**src/adc_ctrl_defs.svh**
```systemverilog
`ifndef ADC_CTRL_DEFS_SVH
`define ADC_CTRL_DEFS_SVH
// Calibration control register: index, command bit, reset value.
`define CAL_REG_ADDR      4'h0
`define CAL_REG_CMD_BIT   15
`define CAL_REG_RESET     16'h0000
`define CAL_REG_DONE_BIT  0
// Calibration pin sequence, in clock cycles.
`define CAL_LOW_CYCLES    1280
`define CAL_HIGH_CYCLES   1280
// Calibration length and power-up delays, in clock cycles.
`define CAL_RUN_CYCLES    1400000
`define PWRUP_DLY_SHORT   67108864
`define PWRUP_DLY_LONG    64'd4294967296
// Output code extremes.
`define CODE_ALL_ZERO     7'h00
`define CODE_ALL_ONE      7'h7f
// Pipeline latency of the output path, in clock cycles.
`define PIPE_LATENCY      13
`endif

```
**src/adc_ctrl_pkg.sv**
```systemverilog
package adc_ctrl_pkg;
   typedef enum logic [2:0] {
      CAL_WAIT_PWR = 3'b000,
      CAL_DELAY    = 3'b001,
      CAL_HOLD     = 3'b010,
      CAL_RUN      = 3'b011,
      CAL_IDLE     = 3'b100
   } cal_state_t;

   typedef struct packed {
      logic [6:0] i_word;
      logic [6:0] q_word;
      logic       i_lo;
      logic       i_hi;
      logic       q_lo;
      logic       q_hi;
   } sample_t;

   typedef struct packed {
      logic [6:0] i_data_bus;
      logic [6:0] i_data_bus_d;
      logic [6:0] q_data_bus;
      logic [6:0] q_data_bus_d;
      logic       out_of_range;
   } out_word_t;
endpackage

```
**src/cal_seq_detect.sv**
```systemverilog
`timescale 1ns/100ps
`include "adc_ctrl_defs.svh"
// Detects a held-low then held-high sequence on the calibrate pin.
module cal_seq_detect #(
   parameter int LOW_CYCLES  = `CAL_LOW_CYCLES,
   parameter int HIGH_CYCLES = `CAL_HIGH_CYCLES
) (
   input  wire logic ref_clk_i,
   input  wire logic rst_i,
   input  wire logic cal_pin_i,
   output logic      seq_ok_o
);
   logic [1:0]  sync_ff;
   logic [11:0] cnt_ff;
   logic [11:0] nxt_cnt;
   logic        low_met_ff;
   logic        nxt_low_met;
   logic        nxt_ok;
   logic        pin;

   assign pin = sync_ff[1];

   always_comb begin
      nxt_cnt     = cnt_ff;
      nxt_low_met = low_met_ff;
      nxt_ok      = 1'b0;
      if (!pin) begin
         nxt_ok = 1'b0;
         if (low_met_ff) begin
            nxt_cnt = 12'h000;
         end else if (cnt_ff == 12'(LOW_CYCLES - 1)) begin
            nxt_low_met = 1'b1;
            nxt_cnt     = 12'h000;
         end else begin
            nxt_cnt = cnt_ff + 12'h001;
         end
      end else if (low_met_ff) begin
         if (cnt_ff == 12'(HIGH_CYCLES - 1)) begin
            nxt_ok      = 1'b1;
            nxt_low_met = 1'b0;
            nxt_cnt     = 12'h000;
         end else begin
            nxt_cnt = cnt_ff + 12'h001;
         end
      end else begin
         nxt_cnt = 12'h000;
      end
   end

   always_ff @(posedge ref_clk_i or posedge rst_i) begin
      if (rst_i) begin
         sync_ff    <= 2'h0;
         cnt_ff     <= 12'h000;
         low_met_ff <= 1'b0;
         seq_ok_o   <= 1'b0;
      end else begin
         sync_ff    <= {sync_ff[0], cal_pin_i};
         cnt_ff     <= nxt_cnt;
         low_met_ff <= nxt_low_met;
         seq_ok_o   <= nxt_ok;
      end
   end
endmodule

```
**src/adc_ctrl.sv**
```systemverilog
`timescale 1ns/100ps
`include "adc_ctrl_defs.svh"
// Summary of operation
// - After reset the block runs a calibration on its own once the delay expires.
// - A pin calibration needs the pin low for the low count then high for the high count.
// - Writing bit 15 of register 0 also requests a calibration.
// - A calibrate pin high at power-up suppresses the power-up calibration until a full pin sequence.
// - The delay select input chooses the short or long power-up delay count.
// - While the power-down pin is high the delay counter is held at zero and counts again from zero once low.
// - No calibration starts or continues in power-down.
// - Below negative full scale the word is all zeros, above positive full scale all ones.
// - One out-of-range output flags either channel beyond full scale.
// - With the Q channel powered down the out-of-range flag follows I only.
// - In 1:2 demux each converter drives two buses at half rate.
// - In non-demux mode the I and Q buses update every sample clock.
// - In non-demux mode a new word each clock lags its sample by a fixed pipeline latency.
// - Output drive level is normal or reduced on request.
module adc_ctrl #(
   parameter longint DLY_SHORT = `PWRUP_DLY_SHORT,
   parameter longint DLY_LONG  = `PWRUP_DLY_LONG,
   parameter int     CAL_RUN   = `CAL_RUN_CYCLES,
   parameter int     LATENCY   = `PIPE_LATENCY
) (
   input  wire logic                 ref_clk_i,
   input  wire logic                 rst_i,
   input  wire logic                 cal_pin_i,
   input  wire logic                 power_up_delay_select_i,
   input  wire logic                 power_down_pin_i,
   input  wire logic                 q_channel_power_down_i,
   input  wire logic                 demux_mode_i,
   input  wire logic                 reduced_drive_i,
   input  wire logic                 reg_wr_i,
   input  wire logic [3:0]           reg_addr_i,
   input  wire logic [15:0]          reg_wdata_i,
   input  wire adc_ctrl_pkg::sample_t sample_i,
   output logic [15:0]               reg_rdata_o,
   output logic                      cal_running_o,
   output logic                      reduced_drive_o,
   output adc_ctrl_pkg::out_word_t   out_o
);
   // Link clock domain inputs are synchronised before use.
   logic [1:0] pd_sync_ff;
   logic [1:0] dsel_sync_ff;
   logic [1:0] qpd_sync_ff;
   logic [1:0] dmx_sync_ff;
   logic [1:0] red_sync_ff;
   logic [1:0] calp_sync_ff;
   logic       pd;
   logic       pin_seq_ok;
   logic       reg_cmd;
   logic       cal_req;

   adc_ctrl_pkg::cal_state_t state_ff;
   adc_ctrl_pkg::cal_state_t nxt_state;
   logic [32:0] dly_cnt_ff;
   logic [32:0] nxt_dly_cnt;
   logic [20:0] run_cnt_ff;
   logic [20:0] nxt_run_cnt;
   logic        strap_ff;
   logic        nxt_strap;
   logic        done_ff;
   logic        nxt_done;
   logic [32:0] dly_target;

   assign pd = pd_sync_ff[1];

   cal_seq_detect u_seq (
      .ref_clk_i (ref_clk_i),
      .rst_i     (rst_i),
      .cal_pin_i (cal_pin_i),
      .seq_ok_o  (pin_seq_ok)
   );

   assign reg_cmd = reg_wr_i && (reg_addr_i == `CAL_REG_ADDR)
                    && reg_wdata_i[`CAL_REG_CMD_BIT];
   assign cal_req = pin_seq_ok || reg_cmd;
   // The long delay needs 33 bits, so the counter is that wide.
   assign dly_target = dsel_sync_ff[1] ? 33'(DLY_LONG - 1)
                                       : 33'(DLY_SHORT - 1);

   always_comb begin
      nxt_state   = state_ff;
      nxt_dly_cnt = dly_cnt_ff;
      nxt_run_cnt = run_cnt_ff;
      nxt_strap   = strap_ff;
      nxt_done    = done_ff;
      if (reg_cmd) begin
         nxt_done = 1'b0;
      end
      unique case (state_ff)
         adc_ctrl_pkg::CAL_WAIT_PWR: begin
            // Strap the pin only after two edges, when its synchroniser holds it.
            nxt_dly_cnt = dly_cnt_ff + 33'h1;
            if (dly_cnt_ff == 33'h2) begin
               nxt_strap   = calp_sync_ff[1];
               nxt_dly_cnt = 33'h0;
               nxt_state   = adc_ctrl_pkg::CAL_DELAY;
            end
         end
         adc_ctrl_pkg::CAL_DELAY: begin
            if (pd) begin
               nxt_dly_cnt = 33'h0;
            end else if (dly_cnt_ff == dly_target) begin
               nxt_state = strap_ff ? adc_ctrl_pkg::CAL_HOLD
                                    : adc_ctrl_pkg::CAL_RUN;
               nxt_run_cnt = 21'h0;
            end else begin
               nxt_dly_cnt = dly_cnt_ff + 33'h1;
            end
         end
         adc_ctrl_pkg::CAL_HOLD: begin
            if (pin_seq_ok && !pd) begin
               nxt_state = adc_ctrl_pkg::CAL_RUN;
               nxt_run_cnt = 21'h0;
            end
         end
         adc_ctrl_pkg::CAL_RUN: begin
            if (pd) begin
               nxt_state = adc_ctrl_pkg::CAL_IDLE;
            end else if (run_cnt_ff == 21'(CAL_RUN - 1)) begin
               nxt_state = adc_ctrl_pkg::CAL_IDLE;
               nxt_done  = 1'b1;
            end else begin
               nxt_run_cnt = run_cnt_ff + 21'h1;
            end
         end
         adc_ctrl_pkg::CAL_IDLE: begin
            if (cal_req && !pd) begin
               nxt_state   = adc_ctrl_pkg::CAL_RUN;
               nxt_run_cnt = 21'h0;
               nxt_done    = 1'b0;
            end
         end
         default: nxt_state = adc_ctrl_pkg::CAL_IDLE;
      endcase
   end

   always_ff @(posedge ref_clk_i or posedge rst_i) begin
      if (rst_i) begin
         state_ff   <= adc_ctrl_pkg::CAL_WAIT_PWR;
         dly_cnt_ff <= 33'h0;
         run_cnt_ff <= 21'h0;
         strap_ff   <= 1'b0;
         done_ff    <= 1'b0;
      end else begin
         state_ff   <= nxt_state;
         dly_cnt_ff <= nxt_dly_cnt;
         run_cnt_ff <= nxt_run_cnt;
         strap_ff   <= nxt_strap;
         done_ff    <= nxt_done;
      end
   end

   // Output data path: clamp, flag, latency pipeline and demux.
   logic [6:0] i_code;
   logic [6:0] q_code;
   logic       oor;
   adc_ctrl_pkg::out_word_t pipe_ff [LATENCY];
   adc_ctrl_pkg::out_word_t nxt_head;
   adc_ctrl_pkg::out_word_t nxt_out;
   logic       phase_ff;
   logic       nxt_phase;

   always_comb begin
      i_code = sample_i.i_lo ? `CODE_ALL_ZERO :
               sample_i.i_hi ? `CODE_ALL_ONE : sample_i.i_word;
      q_code = sample_i.q_lo ? `CODE_ALL_ZERO :
               sample_i.q_hi ? `CODE_ALL_ONE : sample_i.q_word;
      oor = sample_i.i_lo || sample_i.i_hi ||
            (!qpd_sync_ff[1] && (sample_i.q_lo || sample_i.q_hi));
      nxt_head = '{i_data_bus: i_code, i_data_bus_d: 7'h00,
                   q_data_bus: q_code, q_data_bus_d: 7'h00,
                   out_of_range: oor};
      nxt_phase = dmx_sync_ff[1] ? ~phase_ff : 1'b0;
      nxt_out   = pipe_ff[LATENCY-1];
      if (dmx_sync_ff[1]) begin
         // Each bus pair loads on alternate clocks, holding for two.
         nxt_out = out_o;
         if (phase_ff) begin
            nxt_out.i_data_bus   = pipe_ff[LATENCY-2].i_data_bus;
            nxt_out.q_data_bus   = pipe_ff[LATENCY-2].q_data_bus;
            nxt_out.i_data_bus_d = pipe_ff[LATENCY-1].i_data_bus;
            nxt_out.q_data_bus_d = pipe_ff[LATENCY-1].q_data_bus;
         end
         nxt_out.out_of_range = pipe_ff[LATENCY-1].out_of_range;
      end
   end

   always_ff @(posedge ref_clk_i or posedge rst_i) begin
      if (rst_i) begin
         for (int k = 0; k < LATENCY; k++) begin
            pipe_ff[k] <= '0;
         end
         out_o           <= '0;
         phase_ff        <= 1'b0;
         pd_sync_ff      <= 2'h0;
         dsel_sync_ff    <= 2'h0;
         qpd_sync_ff     <= 2'h0;
         dmx_sync_ff     <= 2'h0;
         red_sync_ff     <= 2'h0;
         calp_sync_ff    <= 2'h0;
         reg_rdata_o     <= `CAL_REG_RESET;
         cal_running_o   <= 1'b0;
         reduced_drive_o <= 1'b0;
      end else begin
         pipe_ff[0] <= nxt_head;
         for (int k = 1; k < LATENCY; k++) begin
            pipe_ff[k] <= pipe_ff[k-1];
         end
         out_o           <= nxt_out;
         phase_ff        <= nxt_phase;
         pd_sync_ff      <= {pd_sync_ff[0], power_down_pin_i};
         dsel_sync_ff    <= {dsel_sync_ff[0], power_up_delay_select_i};
         qpd_sync_ff     <= {qpd_sync_ff[0], q_channel_power_down_i};
         dmx_sync_ff     <= {dmx_sync_ff[0], demux_mode_i};
         red_sync_ff     <= {red_sync_ff[0], reduced_drive_i};
         calp_sync_ff    <= {calp_sync_ff[0], cal_pin_i};
         reg_rdata_o     <= {(nxt_state == adc_ctrl_pkg::CAL_RUN),
                             14'h0, nxt_done};
         cal_running_o   <= (nxt_state == adc_ctrl_pkg::CAL_RUN);
         reduced_drive_o <= red_sync_ff[1];
      end
   end

   property p_pd_stops_cal;
      @(posedge ref_clk_i) disable iff (rst_i)
      (pd && state_ff == adc_ctrl_pkg::CAL_RUN) |=> !cal_running_o;
   endproperty
   a_pd_stops_cal: assert property (p_pd_stops_cal)
      else $error("calibration continued in power-down");

   property p_delay_holds;
      @(posedge ref_clk_i) disable iff (rst_i)
      (pd && state_ff == adc_ctrl_pkg::CAL_DELAY) |=> dly_cnt_ff == 33'h0;
   endproperty
   a_delay_holds: assert property (p_delay_holds)
      else $error("delay counter ran during power-down");

   property p_ignore_busy;
      @(posedge ref_clk_i) disable iff (rst_i)
      (state_ff == adc_ctrl_pkg::CAL_RUN && !pd && run_cnt_ff != 21'h0
       && run_cnt_ff != 21'(CAL_RUN - 1))
      |=> run_cnt_ff == $past(run_cnt_ff) + 21'h1;
   endproperty
   a_ignore_busy: assert property (p_ignore_busy)
      else $error("calibration restarted while busy");

   property p_reg_cmd;
      @(posedge ref_clk_i) disable iff (rst_i)
      (reg_cmd && !pd && state_ff == adc_ctrl_pkg::CAL_IDLE)
      |=> state_ff == adc_ctrl_pkg::CAL_RUN ##1 cal_running_o;
   endproperty
   a_reg_cmd: assert property (p_reg_cmd)
      else $error("register command did not start calibration");

   property p_hold_strap;
      @(posedge ref_clk_i) disable iff (rst_i)
      (state_ff == adc_ctrl_pkg::CAL_HOLD && !pin_seq_ok)
      |=> state_ff == adc_ctrl_pkg::CAL_HOLD;
   endproperty
   a_hold_strap: assert property (p_hold_strap)
      else $error("power-up calibration ran without pin sequence");

   property p_oor;
      @(posedge ref_clk_i) disable iff (rst_i)
      (sample_i.i_lo || sample_i.i_hi) |=> pipe_ff[0].out_of_range;
   endproperty
   a_oor: assert property (p_oor)
      else $error("out of range not flagged");

   property p_clamp;
      @(posedge ref_clk_i) disable iff (rst_i)
      sample_i.i_hi && !sample_i.i_lo
      |=> pipe_ff[0].i_data_bus == `CODE_ALL_ONE;
   endproperty
   a_clamp: assert property (p_clamp)
      else $error("over-range word not all ones");

   property p_latency;
      @(posedge ref_clk_i) disable iff (rst_i)
      (!dmx_sync_ff[1] && $stable(dmx_sync_ff[1]))
      |=> out_o.i_data_bus == $past(pipe_ff[LATENCY-1].i_data_bus);
   endproperty
   a_latency: assert property (p_latency)
      else $error("pipeline output mismatch");

   c_cal_run:  cover property (@(posedge ref_clk_i)
                  state_ff == adc_ctrl_pkg::CAL_RUN ##1
                  state_ff == adc_ctrl_pkg::CAL_IDLE);
   c_hold:     cover property (@(posedge ref_clk_i)
                  state_ff == adc_ctrl_pkg::CAL_HOLD);
   c_oor:      cover property (@(posedge ref_clk_i) out_o.out_of_range);
endmodule

```
**config.mk**
```make
export PLATFORM = sky130hd
export DESIGN_NAME = adc_ctrl
export DESIGN_NICKNAME = d
export VERILOG_FILES = /design/src/adc_ctrl_pkg.sv /design/src/cal_seq_detect.sv /design/src/adc_ctrl.sv
export VERILOG_INCLUDE_DIRS = /design/src
export SDC_FILE = /design/constraint.sdc
export NUM_CORES = 1
export LEC_CHECK = 0
export BUFFER_PORTS_ARGS = -buffer_cell sky130_fd_sc_hd__buf_2
export CAP_MARGIN = 20
export CORE_MARGIN = 2
export CORE_UTILIZATION = 45
export DETAILED_ROUTE_END_ITERATION = 6
export GPL_ROUTABILITY_DRIVEN = 0
export GPL_TIMING_DRIVEN = 0
export PLACE_DENSITY_LB_ADDON = 0.12
export REMOVE_ABC_BUFFERS = 1
export SYNTH_ARGS = -nofsm -noshare
export SYNTH_HDL_FRONTEND = slang
export SYNTH_SLANG_ARGS = --single-unit
```
**constraint.sdc**
```tcl
create_clock -name ref_clk_i -period 8.28 [get_ports ref_clk_i]
set_input_delay 0.414 -clock ref_clk_i [delete_from_list [all_inputs] [get_ports ref_clk_i]]
set_output_delay 0.414 -clock ref_clk_i [all_outputs]
set_load 0.1 [all_outputs]
```
==> results.json, run 1 <==
{
  "synth_common_cells": "312 x dfrtp_1, 89 x nor2_1, 55 x nand2_1",
  "vias": 6571,
  "clk_latency_ns": 0.50,
  "dieArea_mm2": 0.02592,
  "htreeDepth": 2,
  "synth.area.top_cells": "dfrtp_1 70%, nor2_1 3.0%, mux2i_1 2.8%",
  "grt.overflow.total": 0,
  "r2r_slack_ns": 4.52,
  "min_period_ns": 3.756,
  "synth_warnings": 0,
  "peakVddDrop_uv": 165.8,
  "row_count": 57,
  "finalCritPeriodShare_pct": 45.36,
  "crit_chain": "nand4_1 -> nor4_1 -> o2111ai_1 -> o21ai_4 -> nand2b_1 -> o311ai_0",
  "die_w_um": 161,
  "firstDrtPassIters": 4,
  "synth-main-ff-cell": "dfrtp_1",
  "grt_util_all_layers_pct": 14.78,
  "swShare_pct": 26.14,
  "synth_top_area_share_pct": 70.39,
  "tightest_slew_ns": 0.9963,
  "core_area_mm2": 0.02425,
  "ys_types": 61,
  "p_seq_share_pct": 48.1,
  "antenna_found_initial": 0,
  "wire_per_inst_um": 14.36,
  "fin_cells": 1283,
  "status": "complete, no violations",
  "drive_gt1_share_pct": 14.39,
  "critPathTopFamily": "simple AND/OR/NAND/NOR gates",
  "numCtsBuffers": 34,
  "slowest_delay_ns": 0.86,
  "synth_seq_cells": 312,
  "slew_viol_final": 0,
  "synthSimpleGateAreaFrac_pct": 12.86,
  "syn_avg_cell_area_um2": 12.84,
  "start_util_pct": 45.74,
  "syn_area_mm2": 0.01109,
  "maxSlewHeadroom_pct": 33.33,
  "cp-start-kind": "flop",
  "area_growth_pct": 16.27,
  "p_sw_w": 0.0009638,
  "endpoint_kind": "flop",
  "synthArstFlopShare_pct": 100.0,
  "timing.rr.end": "dly_cnt_ff[11]",
  "drt_wl_total_um": 18430,
  "dp_slack_ns": 4.556,
  "cap_viol_max_count": 0,
  "placedCellCount": 1218,
  "power.density_mw_per_mm2": 285.9,
  "cts.reportedPaths.clkPinSlew_ns": 0.06,
  "cp_max_fo": 37,
  "synthMuxAreaShare_pct": 2.798,
  "r2r-start": "dly_cnt_ff[4]",
  "power_w": 0.003687,
  "required_ns": 8.61,
  "ant_nets": 0,
  "synth.most_common_cell": "dfrtp_1",
  "ios": 94,
  "grt_max_degree": 112,
  "grt_pass1_vias": 6305,
  "hold_class": "input port to async pin",
  "timing_hold_violations_final": 0,
  "cp_num_buf_inv": 0,
  "p_clk_share_pct": 41.6,
  "p_int_w": 0.002724,
  "rsz0062_at_grt": "false",
  "drc_errors": 0,
  "synth_xor_area_share_pct": 0.8686,
  "synth-edff-count": 0,
  "fin_nets": 985,
  "cts_max_path_buffers": 3,
  "critical_path_class": "flop to flop",
  "synth_top_area_cell": "dfrtp_1",
  "fillers": 2070,
  "cts_tree": "done",
  "max_freq_ghz": 0.2662,
  "grt_pass1_wl_um": 31600,
  "io_buffers": 64,
  "finClkSkew_ns": 0.01417,
  "ctsRootBufferMaster": "clkbuf_16",
  "clkSinkCount": 312,
  "worst_slack_ns": 4.524,
  "whs_ns": 0.008417,
  "postSynthCellCount": 864,
  "arrival_ns": 4.09,
  "ys_seq_area_share_pct": 70.39,
  "synth_top_family_by_area": "simple AND/OR/NAND/NOR gates",
  "drt_iter0_drc": 418,
  "synthAdderAreaFrac_pct": 0.4512,
  "setup_viol": 0,
  "slowest_stage": "o21ai_4",
  "via_per_inst": 5.122,
  "synth_compound_area_share_pct": 9.284,
  "p_leak_nw": 5.835,
  "p_comb_share_pct": 10.3,
  "hpwl_um": 10970,
  "r2r_cells": 6,
  "die_y_um": 161,
  "cts_setup_buffers": 0,
  "antenna_cells": 0
}
==> how the worst max path moves through the flow <==
stage                              from             end  cells past startpoint
after floorplan                   rst_i       async pin                      1
after global placement            rst_i  run_cnt_ff[17]                      2
after detailed placement  dly_cnt_ff[4]  dly_cnt_ff[12]                      6
after CTS                 dly_cnt_ff[4]  dly_cnt_ff[12]                      6
after global routing      dly_cnt_ff[4]  dly_cnt_ff[12]                      6
final                     dly_cnt_ff[4]  dly_cnt_ff[11]                      6
==> layout by cell type (no fill, tap or decap), types with 16 or more instances in the layout <==
cell type  count
a31oi_1       23
mux2i_1       31
nor4_1        16
inv_1         18
buf_2         64
a21oi_1       32
nand3_1       31
nor2b_1       19
clkbuf_16     35
nand2_1       55
dfrtp_1      311
nor2_1        89
o21ai_0       19
==> power groups by stage <==
| stage | logic [W] | registers, W | clock network (W) |
|---|---|---|---|
| after floorplan | 0.000215 | 0.00185 | 0 |
| after detailed placement | 0.000384 | 0.00180 | 0 |
| after global placement | 0.000369 | 0.00180 | 0 |
| after global routing | 0.000418 | 0.00180 | 0.00165 |
| after CTS | 0.000385 | 0.00177 | 0.00158 |
| final | 0.000380 | 0.00178 | 0.00153 |
==> cell families (layout without fill, tap and decap cells) <==
| kind of cell | after synthesis | after routing |
|---|---|---|
| flip-flops | 312 | 312 |
| AND/OR/NAND/NOR | 284 | 284 |
| XOR/XNOR | 11 | 11 |
| buffers and inverters | 71 | 153 |
| adder cells (fa/ha/maj) | 4 | 4 |
| AO/OA/AOI/OAI | 150 | 150 |
| multiplexers | 31 | 31 |
| other | 1 | 14 |
==> worst reg2reg max path, stage by stage, from the launching register on <==
cell and delay (ns):
dfrtp_1 0.48, nand4_1 0.33, nor4_1 0.55, o2111ai_1 0.35
o21ai_4 0.86, nand2b_1 0.77, o311ai_0 0.25
==> sequential cells by signal, summed over array words and instances, names as in the netlist, 3 cells and up, named ones only <==
register,cells
state_ff,3
u_seq.cnt_ff,12
pipe_ff,195
run_cnt_ff,21
dly_cnt_ff,33
out_o,29
==> timing repair <==
item	4_1_cts	5_1_grt
resized for setup	0	0
endpoints found under the hold margin	4	0
hold buffers	4	0
==> layout make-up <==
cell class | instances | area [um2] | share of cell area [%]
clock inverter | 10 | 150.1 | 1.164
tap | 324 | 405.4 | 3.144
sequential | 312 | 7809 | 60.55
multi-input combinational | 494 | 2965 | 22.99
inverter | 19 | 78.83 | 0.6112
clock buffer | 51 | 1026 | 7.956
timing repair buffer | 73 | 461.7 | 3.580
==> per-layer routing <==
layer	part of all wire, %	wire length (um)	up-vias	global-route usage [%]
li1	-	-	3156	-
met1	50	9244	3243	22.12
met2	43	7999	133	21.69
met3	4.1	747	39	2.902
met4	2.4	437	0	5.317
met5	0	0	-	0
==> stage by stage <==
step / instance area (um2) / setup TNS (ns) / utilization [%]
floorplan: 10840 / -238.20 / -
global placement: 11570 / -1220.71 / 47.71
detailed placement: 11680 / 0 / 48.17
CTS: 12900 / 0 / 53.18
global route: 12900 / 0 / 53.18
finish: 12900 / 0 / 53.18
Power figures use the tool's default switching activity.
==> inputs of run 2 (changes only) <==
==> constraint.sdc (replaced) <==
create_clock -name ref_clk_i -period 3.3 [get_ports ref_clk_i]
set_input_delay 0.165 -clock ref_clk_i [delete_from_list [all_inputs] [get_ports ref_clk_i]]
set_output_delay 0.165 -clock ref_clk_i [all_outputs]
set_load 0.1 [all_outputs]
==> run 2 against run 1 <==
Register-to-register slack worse by 4.3 ns; cell count up 4.0%; highest routed layer unchanged; worst hold slack better by 0.010 ns; design area up 3.9%; routed wire length up 3.7%; clock power rose to 2.5 times the previous value.
==> results.json, run 2 (synthesized netlist as in run 1, its figures left out) <==
{
  "status": "complete, no violations",
  "maxSlewHeadroom_pct": 37.15,
  "io_buffers": 64,
  "wire_per_inst_um": 14.32,
  "ctsRootBufferMaster": "clkbuf_16",
  "via_per_inst": 5.057,
  "clk_latency_ns": 0.50,
  "start_util_pct": 45.74,
  "postPlaceCellArea_mm2": 0.01168,
  "fin_nets": 1036,
  "crit_start": "dly_cnt_ff[4]",
  "crit_chain": "nand4_1 -> nor4_1 -> o2111ai_1 -> o21ai_4 -> nand2b_2 -> o311ai_0",
  "area_growth_pct": 20.81,
  "slowest_delay_ns": 0.56,
  "row_count": 57,
  "vias": 6746,
  "finClkSkew_ns": 0.01469,
  "r2r_slack_ns": 0.25,
  "cap_viol_max_count": 0,
  "r2r-start": "dly_cnt_ff[4]",
  "grt_util_all_layers_pct": 15.33,
  "slew_viol_final": 0,
  "min_period_ns": 3.055,
  "cts_max_path_buffers": 3,
  "numCtsBuffers": 34,
  "clkSinkCount": 312,
  "cp_max_fo": 18,
  "grt.overflow.total": 0,
  "drive_gt1_share_pct": 14.16,
  "critical_path_class": "flop to flop",
  "cts.reportedPaths.clkPinSlew_ns": 0.06,
  "cp_num_buf_inv": 0,
  "antenna_found_initial": 0,
  "largest_reg_flops": 195,
  "critPathTopFamily": "simple AND/OR/NAND/NOR gates",
  "setup_viol": 0,
  "max_freq_ghz": 0.3274,
  "ant_nets": 0,
  "cp-start-kind": "flop",
  "finalCritPeriodShare_pct": 92.57,
  "fin_area_mm2": 0.01340,
  "reg_top3": "pipe_ff x195, dly_cnt_ff x33, out_o x29",
  "die_y_um": 161,
  "grt_pass1_wl_um": 32700,
  "htreeDepth": 2,
  "drt_wl_total_um": 19110,
  "final_cell_mix": "311 x dfrtp_1, 89 x nor2_1, 64 x buf_2, 55 x nand2_1, 51 x dlygate4sd3_1",
  "ios": 94,
  "tightest_slew_ns": 0.9426,
  "crit_cells": 6,
  "drc_errors": 0,
  "rsz0062_at_grt": "false",
  "endpoint_kind": "flop",
  "die_w_um": 161,
  "cts_tree": "done",
  "fillers": 2036,
  "power_w": 0.009318,
  "critPathCapture": "dly_cnt_ff[11]",
  "antenna_cells": 0,
  "timing.rr.end": "dly_cnt_ff[11]",
  "p_leak_nw": 6.076,
  "layout_commonest_cell": "dfrtp_1",
  "drt_iter0_drc": 464,
  "r2r_cells": 6,
  "grt_pass1_vias": 6548,
  "dieArea_mm2": 0.02592,
  "timing_hold_violations_final": 0,
  "grt_max_degree": 112,
  "hold_class": "input port to flop",
  "hpwl_um": 10970,
  "core_area_mm2": 0.02425,
  "regMostFlops": "pipe_ff",
  "power.density_mw_per_mm2": 695.4,
  "slowest_stage": "nor4_1",
  "peakVddDrop_uv": 428.4,
  "firstDrtPassIters": 5,
  "arrival_ns": 3.40,
  "required_ns": 3.65
}
-- run 2: cell count changes in the layout (fill, tap and decap cells not counted), sizes merged --
cell,before,now
buf,69,72
dlygate4sd3,4,51
o21ai,22,23
-- run 2: timing repair --
| action | CTS | global route |
|---|---|---|
| hold endpoints to repair | 115 | 0 |
| buffers inserted | 0 | 3 |
| pin swaps | 1 | 1 |
| endpoints found under the setup margin | 18 | 26 |
| resized for setup | 1 | 0 |
| hold buffers | 51 | 0 |
| gates cloned | 1 | 0 |
-- run 2: power by group --
group          switching [W]  leakage (nW)  total [W]  internal (W)
combinational       0.000692          1.60    0.00102      0.000331
sequential          0.000292          3.90    0.00445       0.00416
clock                0.00145         0.576    0.00384       0.00239
-- run 2: final cells by class --
cell class / count / area [um2] / area share (%)
Inverter: 19 / 78.83 / 0.5882
Sequential cell: 312 / 7809 / 58.27
Timing Repair Buffer: 123 / 954.7 / 7.124
Tap cell: 324 / 405.4 / 3.025
Clock inverter: 10 / 150.1 / 1.120
Multi-Input combinational cell: 495 / 2977 / 22.21
Clock buffer: 51 / 1026 / 7.656
-- run 2: worst min-delay path by stage --
stage,start,end,depth (start not counted)
2_1_floorplan,demux_mode_i,dmx_sync_ff[0],0
5_1_grt,reg_wdata_i[15],reg_rdata_o[0],4
6_report,reg_wdata_i[15],reg_rdata_o[0],4
3_3_place_gp,cal_pin_i,u_seq.sync_ff[0],1
4_1_cts,reg_wdata_i[15],reg_rdata_o[0],4
3_5_place_dp,power_down_pin_i,pd_sync_ff[0],1
-- run 2: worst reg2reg max path: stages, from the launching register on --
cell,delay (ns)
dfrtp_1,0.48
nand4_1,0.33
nor4_1,0.56
o2111ai_1,0.44
o21ai_4,0.39
nand2b_2,0.49
o311ai_0,0.21
-- run 2: routing by layer --
metal | up-vias | GRT usage (%) | wire length [um]
met5 | - | 0 | 0
met4 | 0 | 5.438 | 454
met3 | 38 | 2.825 | 750
met1 | 3315 | 22.73 | 9496
met2 | 127 | 22.88 | 8406
li1 | 3266 | - | -
-- run 2: through the flow --
stage          hold slack (ns)  std cells  worst slack [ns]  utilization, %  setup TNS, ns
6_report               0.01871       1334            0.2452           55.26              0
3_5_place_dp            0.2744       1218           -0.4244           48.17         -5.709
5_1_grt                0.05025       1334          0.004203           55.26              0
2_1_floorplan           0.1964        825            -5.494               -       -1714.27
4_1_cts               0.004636       1331           0.02750           55.17              0
3_3_place_gp            0.2726       1213            -8.661           47.71       -2705.01
==> inputs of run 3 (changes only) <==
--- a/config.mk
+++ b/config.mk
@@ -14,6 +14,7 @@
 export GPL_ROUTABILITY_DRIVEN = 0
 export GPL_TIMING_DRIVEN = 0
 export PLACE_DENSITY_LB_ADDON = 0.12
+export RECOVER_POWER = 100
 export REMOVE_ABC_BUFFERS = 1
 export SYNTH_ARGS = -nofsm -noshare
 export SYNTH_HDL_FRONTEND = slang
==> run 3 against run 2 <==
Clock-buffer cell count stayed put; clock power hardly changed; first-iteration DRC count is 13% higher; combinational power hardly changed; sequential power hardly changed; the flow now finishes with violations (max-capacitance violations, max-slew violations); critical endpoint unchanged; worst hold slack better by 0.00095 ns; largest cell class unchanged; die area stayed put; critical path depth stayed put; fmax is 0.93% higher; sequential share of layout area is 0.35 points higher.
==> results.json, run 3 (synthesized netlist as in run 1, its figures left out) <==
{
  "status": "complete, but fails checks",
  "violations": "max-capacitance violations, max-slew violations",
  "core_area_mm2": 0.02425,
  "reg_top3": "pipe_ff x195, dly_cnt_ff x33, out_o x29",
  "hold_class": "input port to flop",
  "drive_gt1_share_pct": 10.50,
  "finalCritPeriodShare_pct": 91.72,
  "slew_viol_final": 126,
  "required_ns": 3.64,
  "wire_per_inst_um": 14.37,
  "antenna_found_initial": 0,
  "fin_nets": 1036,
  "io_buffers": 64,
  "regMostFlops": "pipe_ff",
  "power.density_mw_per_mm2": 698.7,
  "hpwl_um": 10970,
  "cap_viol_max_count": 2,
  "drt_wl_total_um": 19170,
  "dieArea_mm2": 0.02592,
  "firstDrtPassIters": 4,
  "htreeDepth": 2,
  "cp_max_fo": 18,
  "grt_util_all_layers_pct": 15.33,
  "cp-start-kind": "flop",
  "drt_iter0_drc": 524,
  "peakVddDrop_uv": 428.4,
  "fin_util_pct": 54.93,
  "setup_viol": 0,
  "via_per_inst": 5.092,
  "grt_pass1_wl_um": 32700,
  "ios": 94,
  "worst_slack_ns": 0.2732,
  "final_cell_mix": "312 x dfrtp_1, 89 x nor2_1, 55 x nand2_1, 51 x dlygate4sd3_1, 42 x clkbuf_1",
  "grt_max_degree": 112,
  "grt_pass1_vias": 6548,
  "largest_reg_flops": 195,
  "cts.reportedPaths.clkPinSlew_ns": 0.06,
  "clkSinkCount": 312,
  "critical_path_class": "flop to flop",
  "maxSlewHeadroom_pct": -28.71,
  "ctsRootBufferMaster": "clkbuf_16",
  "layout_commonest_cell": "dfrtp_1",
  "drc_errors": 0,
  "start_util_pct": 45.74,
  "max_freq_ghz": 0.3304,
  "p_leak_nw": 5.937,
  "cts_max_path_buffers": 3,
  "ant_nets": 0,
  "dp_slack_ns": -0.4244,
  "area_growth_pct": 20.08,
  "arrival_ns": 3.37,
  "rsz0062_at_grt": "false",
  "min_period_ns": 3.027,
  "endpoint_kind": "flop",
  "antenna_cells": 0,
  "clk_latency_ns": 0.50,
  "row_count": 57,
  "cts_tree": "done",
  "tightest_slew_ns": 1.927,
  "finClkSkew_ns": 0.01460,
  "timing_hold_violations_final": 0,
  "die_w_um": 161,
  "vias": 6793,
  "die_y_um": 161,
  "grt.overflow.total": 0,
  "numCtsBuffers": 34
}
==> run 3: final timing paths <==
| kind | from | end | slack [ns] | depth (start not counted) |
|---|---|---|---|---|
| max in group asynchronous | rst_i | run_cnt_ff[12] | 0.80 | 4 |
| min in group asynchronous | rst_i | pipe_ff[259] | 0.77 | 3 |
| max | dly_cnt_ff[4] | dly_cnt_ff[11] | 0.27 | 6 |
| min reg2reg | pipe_ff[270] | pipe_ff[241] | 0.34 | 0 |
| min | reg_wdata_i[15] | reg_rdata_o[0] | 0.02 | 4 |
| max reg2reg | dly_cnt_ff[4] | dly_cnt_ff[11] | 0.27 | 6 |
==> run 3: worst max-delay path, cell delays in order (launching register included) <==
cell       delay (ns)
dfrtp_1          0.47
nand4_1          0.32
nor4_1           0.55
o2111ai_1        0.44
o21ai_4          0.39
nand2b_2         0.48
o311ai_0         0.21
==> run 3: report_power, final <==
part | switching (W) | internal [W]
combinational | 0.000690 | 0.000319
sequential | 0.000294 | 0.00416
clock | 0.00145 | 0.00239
==> run 3: repair_timing <==
action / 4_1_cts / 5_1_grt
cloned: 1 / 0
resized for setup: 1 / 0
endpoints found under the setup margin: 18 / 26
setup buffers: 0 / 3
endpoints found under the hold margin: 115 / 0
pin swaps: 1 / 1
hold buffers: 51 / 0
==> run 3: per-layer routing <==
metal / vias to the layer above / wire [um] / global-route usage [%]
met3: 35 / 793 / 2.825
met5: - / 0 / 0
li1: 3256 / - / -
met2: 129 / 8452 / 22.88
met4: 0 / 432 / 5.438
met1: 3373 / 9487 / 22.73
==> run 3: metrics by stage <==
stage	instances	TNS (ns)	total power (W)	cell area (um2)	hold WS (ns)
global route	1334	0	0.009754	13320	0.05025
floorplan	825	-1714.27	0.005190	10840	0.1964
finish	1334	0	0.009306	13320	0.01966
CTS	1331	0	0.009441	13380	0.004636
detailed placement	1218	-5.709	0.005478	11680	0.2744
global placement	1213	-2705.01	0.005444	11570	0.2726
==> run 3: area by class of cell <==
type	instances	area (um2)
Timing Repair Buffer	123	878.3
Sequential cell	312	7807
Multi-Input combinational cell	495	2977
Tap cell	324	405.4
Inverter	19	75.07
Clock inverter	10	150.1
Fill cell	2062	10930
Clock buffer	51	1026
